`config.mk`:
```
export PLATFORM = sky130hd
export DESIGN_NAME = cos_ctrl
export DESIGN_NICKNAME = d
export VERILOG_FILES = /design/src/cos_pkg.sv /design/src/cos_ctrl.sv
export VERILOG_INCLUDE_DIRS = /design/src /design/src/src
export SDC_FILE = /design/constraint.sdc
export NUM_CORES = 1
export LEC_CHECK = 0
export BUFFER_PORTS_ARGS = -buffer_cell sky130_fd_sc_hd__buf_2
export CAP_MARGIN = 20
export CORE_UTILIZATION = 49
export CTS_CLUSTER_DIAMETER = 150
export DETAILED_ROUTE_END_ITERATION = 7
export MAX_ROUTING_LAYER = met4
export PLACE_DENSITY = 0.85
export SYNTH_ARGS = -nofsm -noshare
export SYNTH_HDL_FRONTEND = slang
export SYNTH_SLANG_ARGS = --single-unit
```
`constraint.sdc`:
```
create_clock -name hclk -period 2.9 [get_ports hclk]
set_input_delay 0.58 -clock hclk [delete_from_list [all_inputs] [get_ports hclk]]
set_output_delay 0.58 -clock hclk [all_outputs]
set_load 0.05 [all_outputs]
```
`src/cos_defines.svh`:
```
`ifndef COS_DEFINES_SVH
`define COS_DEFINES_SVH

// register byte addresses
`define COS_OFS_OVERRIDE   12'h000
`define COS_OFS_SECURE     12'h004
`define COS_OFS_SPEC       12'h008

// byte address width used for decode
`define COS_AW             12

// control override field positions
`define COS_OVR_PRIO_BIT   4
`define COS_OVR_BARR_BIT   3
`define COS_OVR_SPEC_BIT   2
`define COS_OVR_DVM_BIT    1
`define COS_OVR_SNOOP_BIT  0
`define COS_OVR_WIDTH      5
`define COS_OVR_RESET      5'h00

// speculation control field positions
`define COS_SPEC_SLV_LSB   16
`define COS_SPEC_SLV_MSB   20
`define COS_SPEC_MST_LSB   0
`define COS_SPEC_MST_MSB   2
`define COS_SPEC_SLV_RESET 5'h00
`define COS_SPEC_MST_RESET 3'h0

// secure access register
`define COS_SEC_NSACC_BIT  0
`define COS_SEC_RESET      1'h0

// interface counts
`define COS_NUM_SLV        5
`define COS_NUM_MST        3

// ahb encodings
`define COS_HTRANS_NONSEQ  2'h2
`define COS_HTRANS_SEQ     2'h3

`endif

```
`src/cos_pkg.sv`:
```
`include "cos_defines.svh"

package cos_pkg;

    // control override register fields, msb first
    typedef struct packed {
        logic prio_promote_disable;
        logic terminate_all_barriers;
        logic spec_disable;
        logic dvm_disable;
        logic snoop_disable;
    } cos_ovr_s;

    // effective controls driven into the interconnect logic
    typedef struct packed {
        logic [`COS_NUM_SLV-1:0] qos_promote;
        logic [`COS_NUM_MST-1:0] barrier_terminate;
        logic [`COS_NUM_SLV-1:0] snoop_enable;
        logic [`COS_NUM_SLV-1:0] dvm_enable;
        logic [`COS_NUM_SLV-1:0] slave_spec_enable;
        logic [`COS_NUM_MST-1:0] master_spec_enable;
    } cos_ctrl_s;

    // pending ahb data phase
    typedef struct packed {
        logic                  valid;
        logic                  write;
        logic                  nonsec;
        logic [`COS_AW-1:0]    addr;
    } cos_dphase_s;

endpackage

```
`src/cos_ctrl.sv`:
```
`timescale 1ns/1ps
`include "cos_defines.svh"


module cos_ctrl (
    input  wire logic                    hclk,
    input  wire logic                    hresetn,
    // ahb-lite slave
    input  wire logic                    hsel,
    input  wire logic [31:0]             haddr,
    input  wire logic [1:0]              htrans,
    input  wire logic                    hwrite,
    input  wire logic [2:0]              hsize,
    input  wire logic                    hnonsec,
    input  wire logic [31:0]             hwdata,
    input  wire logic                    hready,
    output logic      [31:0]             hrdata,
    output logic                         hreadyout,
    output logic                         hresp,
    // pin inputs from outside the clock domain
    input  wire logic [`COS_NUM_SLV-1:0] qos_arbitration_promote_inputs,
    input  wire logic [`COS_NUM_MST-1:0] barrier_termination_select,
    // per-interface enables from the snoop control registers, same clock
    input  wire logic [`COS_NUM_SLV-1:0] snoop_enable_in,
    input  wire logic [`COS_NUM_SLV-1:0] dvm_enable_in,
    // speculative fetch query for one transaction
    input  wire logic [`COS_NUM_SLV-1:0] fetch_slave_sel,
    input  wire logic [`COS_NUM_MST-1:0] fetch_master_sel,
    output logic                         fetch_spec_allow,
    // effective controls and raw register bits
    output cos_pkg::cos_ctrl_s           ctrl,
    output cos_pkg::cos_ovr_s            override_bits,
    output logic                         nonsec_access_enable
);

    // whole state of the block in one struct
    typedef struct packed {
        cos_pkg::cos_ovr_s       ovr;
        logic [`COS_NUM_SLV-1:0] spec_slv_dis;
        logic [`COS_NUM_MST-1:0] spec_mst_dis;
        logic                    nsacc;
        cos_pkg::cos_dphase_s    dp;
        logic [31:0]             rdata;
        logic [`COS_NUM_SLV-1:0] qos_meta;
        logic [`COS_NUM_SLV-1:0] qos_sync;
        logic [`COS_NUM_MST-1:0] barr_meta;
        logic [`COS_NUM_MST-1:0] barr_sync;
        cos_pkg::cos_ctrl_s      ctrl;
    } cos_state_s;

    cos_state_s st;
    cos_state_s next_st;

    // access permission per register, evaluated for the data phase owner
    function automatic logic wr_allowed(
        input logic [`COS_AW-1:0] a,
        input logic               ns,
        input logic               nsacc
    );
        logic ok;
        ok = 1'b0;
        case (a)
            `COS_OFS_OVERRIDE: ok = !ns;
            `COS_OFS_SECURE:   ok = !ns;
            `COS_OFS_SPEC:     ok = !ns || nsacc;
            default:           ok = 1'b0;
        endcase
        return ok;
    endfunction

    // reads of the secure access bit are open to all; the others follow write rules
    function automatic logic rd_allowed(
        input logic [`COS_AW-1:0] a,
        input logic               ns,
        input logic               nsacc
    );
        logic ok;
        ok = 1'b0;
        case (a)
            `COS_OFS_SECURE: ok = 1'b1;
            default:         ok = wr_allowed(a, ns, nsacc);
        endcase
        return ok;
    endfunction

    // read mux, reserved bits come back as zero
    function automatic logic [31:0] rd_value(
        input logic [`COS_AW-1:0] a,
        input cos_state_s         s
    );
        logic [31:0] v;
        v = 32'h0000_0000;
        case (a)
            `COS_OFS_OVERRIDE: v[`COS_OVR_WIDTH-1:0] = s.ovr;
            `COS_OFS_SECURE:   v[`COS_SEC_NSACC_BIT] = s.nsacc;
            `COS_OFS_SPEC: begin
                v[`COS_SPEC_SLV_MSB:`COS_SPEC_SLV_LSB] = s.spec_slv_dis;
                v[`COS_SPEC_MST_MSB:`COS_SPEC_MST_LSB] = s.spec_mst_dis;
            end
            default: v = 32'h0000_0000;
        endcase
        return v;
    endfunction

    logic addr_phase;

    // a new transfer is taken only when the bus is ready and it is a nonseq or seq
    assign addr_phase = hsel && hready &&
                        (htrans == `COS_HTRANS_NONSEQ || htrans == `COS_HTRANS_SEQ);

    // next state: write from the data phase, then capture the next address phase
    always_comb begin
        next_st = st;

        // two-flop synchronisers for the strap-like pin inputs
        next_st.qos_meta  = qos_arbitration_promote_inputs;
        next_st.qos_sync  = st.qos_meta;
        next_st.barr_meta = barrier_termination_select;
        next_st.barr_sync = st.barr_meta;

        // data phase write; denied writes leave every bit alone
        if (st.dp.valid && st.dp.write && wr_allowed(st.dp.addr, st.dp.nonsec, st.nsacc)) begin
            case (st.dp.addr)
                `COS_OFS_OVERRIDE: next_st.ovr = hwdata[`COS_OVR_WIDTH-1:0];
                `COS_OFS_SECURE:   next_st.nsacc = hwdata[`COS_SEC_NSACC_BIT];
                `COS_OFS_SPEC: begin
                    next_st.spec_slv_dis = hwdata[`COS_SPEC_SLV_MSB:`COS_SPEC_SLV_LSB];
                    next_st.spec_mst_dis = hwdata[`COS_SPEC_MST_MSB:`COS_SPEC_MST_LSB];
                end
                default: next_st.ovr = st.ovr;   // unmapped writes are dropped
            endcase
        end

        // address phase capture; read data is taken from the post-write
        // values so a read right behind a write sees the new contents
        next_st.dp.valid = addr_phase;
        if (addr_phase) begin
            next_st.dp.write  = hwrite;
            next_st.dp.nonsec = hnonsec;
            next_st.dp.addr   = {haddr[`COS_AW-1:2], 2'h0};
            if (!hwrite && rd_allowed(next_st.dp.addr, hnonsec, next_st.nsacc)) begin
                next_st.rdata = rd_value(next_st.dp.addr, next_st);
            end else begin
                next_st.rdata = 32'h0000_0000;
            end
        end

        // qos promotion inputs pass only while promotion is enabled
        next_st.ctrl.qos_promote = next_st.ovr.prio_promote_disable ?
                                   '0 : st.qos_sync;

        // barrier termination forced on for every master when overridden
        next_st.ctrl.barrier_terminate = next_st.ovr.terminate_all_barriers ?
                                         '1 : st.barr_sync;

        // snoops and dvm gated independently so one never disables the other
        next_st.ctrl.snoop_enable = next_st.ovr.snoop_disable ? '0 : snoop_enable_in;
        next_st.ctrl.dvm_enable   = next_st.ovr.dvm_disable   ? '0 : dvm_enable_in;

        // per-interface speculation enables under the global kill
        next_st.ctrl.slave_spec_enable  = next_st.ovr.spec_disable ?
                                          '0 : ~next_st.spec_slv_dis;
        next_st.ctrl.master_spec_enable = next_st.ovr.spec_disable ?
                                          '0 : ~next_st.spec_mst_dis;
    end

    // state register; every control bit starts cleared
    always_ff @(posedge hclk or negedge hresetn) begin
        if (!hresetn) begin
            st.ovr          <= `COS_OVR_RESET;
            st.spec_slv_dis <= `COS_SPEC_SLV_RESET;
            st.spec_mst_dis <= `COS_SPEC_MST_RESET;
            st.nsacc        <= `COS_SEC_RESET;
            st.dp           <= '0;
            st.rdata        <= 32'h0000_0000;
            st.qos_meta     <= '0;
            st.qos_sync     <= '0;
            st.barr_meta    <= '0;
            st.barr_sync    <= '0;
            st.ctrl         <= '0;
        end else begin
            st <= next_st;
        end
    end

    // the fetch must be allowed on both the arriving slave and the leaving master;
    // combinational so the speculation path adds no cycle of latency
    always_comb begin
        fetch_spec_allow = |(fetch_slave_sel & st.ctrl.slave_spec_enable) &&
                           |(fetch_master_sel & st.ctrl.master_spec_enable);
    end

    // bus answers: zero wait states, always okay
    assign hreadyout = 1'b1;
    assign hresp     = 1'b0;
    assign hrdata    = st.rdata;

    // register-backed outputs
    assign ctrl                 = st.ctrl;
    assign override_bits        = st.ovr;
    assign nonsec_access_enable = st.nsacc;

endmodule

```
Yosys cells after proc, flatten, opt, wreduce, memory -nomap -nowiden:

Cells that the tools add are included.

* flip-flop bits (word level): 101
* bits of input ports: 101
* logic and storage cells: 69

* equal/unequal tests: 6
* muxes and demuxes: 19
* bitwise operators: 4
* reduce and logical (&&, ||, !) cells: 17

Operators with widths (count)
* 5-bit 2-to-1 mux: 6
* 21-bit 2-to-1 mux: 1
* 10-bit by 1-bit == test with 1-bit output, second input constant: 2
* 10-bit by 2-bit == test with 1-bit output, second input constant: 2
* 14-bit 2-to-1 mux: 1
* 12-bit zero test: 1
* 10-bit zero test: 1
* 8-bit 2-to-1 mux: 1
* 1-bit logical AND: 6
* 3-bit 2-to-1 mux: 2
* 5-bit bitwise AND: 1
* 5-bit NOT: 1
* 5-bit OR reduction: 1
* 2-bit == test, second input constant: 2
* 1-bit one-hot mux with 2 select lines: 2
* 2-bit one-hot mux with 2 select lines: 1
* 3-bit bitwise AND: 1
* 1-bit zero test: 3
* 1-bit logical OR: 3
* 1-bit 2-to-1 mux: 3
* 3-bit NOT: 1
* 1-bit one-hot mux with 3 select lines: 1
* 3-bit OR reduction: 1
* 2-bit 2-to-1 mux: 1
* 2-bit OR reduction: 1

Logic depth before layout (Yosys ltp):

* depth after elaboration: 11
* gate-level depth with buffers: 6
* mapped depth without buffers: 6

Worst setup path after synthesis:

Ideal clock, no wire load.

* path type: input to output
* start: input port fetch_slave_sel[0]
* end: output port fetch_spec_allow
* arrival time: 1.440 ns
* data required time: 2.320 ns
* path slack: 0.880 ns
* stages: 2
* cells stage by stage: a22oi_1 -> a21oi_1

* cells in the longest elaborated chain, start to end: 3

Ends and longest elaborated chain
* from (decl): RTL line cos_ctrl.sv:27 `` input wire logic [`COS_NUM_SLV-1:0] fetch_slave_sel, ``
* 5-bit bitwise AND: RTL line cos_ctrl.sv:189 `fetch_spec_allow = |(fetch_slave_sel & st.ctrl.slave_spec_enable) &&`
* 5-bit OR reduction: RTL line cos_ctrl.sv:189
* 1-bit logical AND: RTL line cos_ctrl.sv:189
* to (decl): RTL line cos_ctrl.sv:29 `output logic fetch_spec_allow,`

No other way between the ends.

==> flow_summary.yaml <==
floorplanning:
  pin_count: 168
  row_count: 29
  die_width_um: 85.25
  fp.dieArea_mm2: 0.007267
  die-height_um: 85.25
  core_area_mm2: 0.006531
  initial_core_util_pct: 51.99
logic_synthesis:
  ys.flop_type: "dfrtp_1"
  yosysSeqAreaShare_pct: 58.22
  synth_area_mm2: 0.003396
  yosysTopAreaCell: "dfrtp_1"
  ys_async_sr_fraction_pct: 100.0
  synthTopCellsByArea: "dfrtp_1, buf_4, mux2_2"
  syn_avg_cell_area_um2: 12.08
  yosys.area.top_type_share_pct: 58.22
  syn-instance-count: 281
  ys.warnings.count: 0
  synth_edf_count: 0
  yosysUniqueCellTypes: 41
  ys_ff_latch: 79
timing:
  final_max_slew_viol_count: 0
  tightest_slew_ps: 957.9
  min_period_over_period_pct: 73.80
  rsz0062_at_grt: "no"
  fin_crit_ps: 2140
  fmax_ghz: 0.4672
  clock_skew_ps: 9.484
  max_slew_margin_pct: 36.14
  hold_viol_final: 0
  setup-violations-final: 0
  fin_tns_setup_ps: 0
critical_path:
  path_buf_inv: 0
  crit_chain: "nor4_4 > nand4b_1 > mux2_4 > o211ai_1 > o21ai_0"
  worstSetupEndpointType: "flip-flop"
  critical_path_arrival_ps: 2340
  cp_slowest_cell: "o211ai_1"
  crit_type: "reg2reg"
  critPathLaunchType: "flip-flop"
  required_ps: 3100
  cp_max_fo: 5
  crit_family: "compound AO/OA/AOI/OAI gates"
  crit_path_max_incr_delay_ps: 440
cts:
  clk-insertion-delay-late_ps: 350
  htreeDepth: 3
  root_buffer: "clkbuf_8"
  ctsResizeCount: 0
  cts_tree: "yes"
  hold_buffers: 0
  cts_sinks: 79
  cts_inserted_buffers: 9
  clk_pin_slew_ps: 90
  clk_path_buf_depth: 2
  post_cts_buffers: 0
detailed_routing:
  wl_per_cell_um: 14.05
  ant_nets: 0
  drt-pass1-iter-count: 4
  num_vias: 2081
  via_per_inst: 4.908
  drtIter0Drc: 108
  wl_met2_um: 3072
  highest_layer: "met4"
  routed-wl-met3_um: 264
  routed_wl_um: 5956
  wl_met1_um: 2519
  drc: 0
placement:
  gp_congestion: 0.8251
  hpwl_um: 4326
  io_buffers: 95
run_status:
  outcome: "finished clean"
global_route:
  gr-total-overflow: 0
  grt_max_degree: 80
  grt_usage_pct: 18.14
  grt_pass1_wl_um: 9625
  grt_pass1_vias: 2017
  antenna_found_initial: 0
layout:
  area_growth_pct: 10.28
  antenna_cells: 0
  layout.nets: 443
  mostFrequentLayoutCells: "buf_2, dfrtp_1, conb_1, nand2_1, and2_1"
  drive_above_1_share_pct: 38.62
  layout_commonest_cell: "buf_2"
job:
  drv_cap: 0
worst_hold_path:
  min_path_type: "in2reg"
power_and_ir_drop:
  p_leak_nw: 1.889
  ir_drop_v: 0.0003301
  power.total_mw: 2.273
  p_per_area_mw_per_mm2: 607.0
registers in the layout (all words and copies together) (netlist names):
name	flops
hrdata	10
nonsec_access_enable	1
st	29
ctrl	26
next_st	8
override_bits	5
power breakdown:
group	switching, mW	internal [mW]	total (mW)
Clock	0.422	0.327	0.749
Sequential	0.0481	1.16	1.21
Combinational	0.222	0.0899	0.312
Total	0.692	1.58	2.27
metal layers:
| layer | track usage (%) | vias up |
|---|---|---|
| met2 | 29.11 | 73 |
| met4 | 8.783 | 0 |
| li1 | - | 976 |
| met5 | - | - |
| met3 | 3.113 | 13 |
| met1 | 22.39 | 1019 |
metrics by stage:
step | util [%] | hold slack, ps | area [um^2] | std cells | setup slack, ps
3_3_place_gp | 54.52 | 333.1 | 3561 | 408 | 650.8
5_1_grt | 57.34 | 305.0 | 3745 | 424 | 649.4
6_report | 57.34 | 325.6 | 3745 | 424 | 759.8
3_5_place_dp | 54.52 | 334.7 | 3561 | 408 | 534.7
4_1_cts | 57.34 | 309.9 | 3745 | 424 | 726.4
2_1_floorplan | - | 284.4 | 3478 | 303 | 880.3
logic make-up after synthesis:
logic type             synth area share, %
buffers and inverters                16.14
DFF                                  58.22
and+or+nand+nor                      11.83
AOI/OAI and AO/OA                    5.564
muxes                                8.032
other                               0.2212
synth_stat cells, types with 2 or more instances:
library cell   n
dfrtp_1       79
buf_4         65
nand2_1       16
and2_1        15
mux2_2        14
inv_1         13
nor2_1        12
mux2i_1       10
o21ai_0        8
nand2b_1       5
a21oi_1        3
clkbuf_1       3
a211o_1        2
a222oi_1       2
conb_1         2
nand4_1        2
nand4b_1       2
nor4_1         2
nor4_4         2
o32ai_1        2
o41ai_1        2
path summary, 6_finish.rpt:
path                                              startpoint           to  slack [ps]  depth (start not counted)
setup / recovery                                      st[83]   hrdata[19]         760                          5
hold / removal             qos_arbitration_promote_inputs[4]  next_st[36]         330                          1
setup reg to reg                                      st[83]   hrdata[19]         760                          5
hold reg to reg                                  next_st[28]       st[28]         350                          0
max in group asynchronous                            hresetn       st[84]        1900                          1
min in group asynchronous                            hresetn  next_st[27]         370                          1
layout make-up:
class | count | area (um^2)
Fill cell | 556 | 2786
Sequential cell | 79 | 1977
Multi-Input combinational cell | 143 | 953.4
Timing Repair Buffer | 96 | 485.5
Clock buffer | 9 | 123.9
Tap cell | 77 | 96.34
Clock inverter | 7 | 60.06
Inverter | 13 | 48.80
Note: power is estimated with default switching activity, not from simulation.
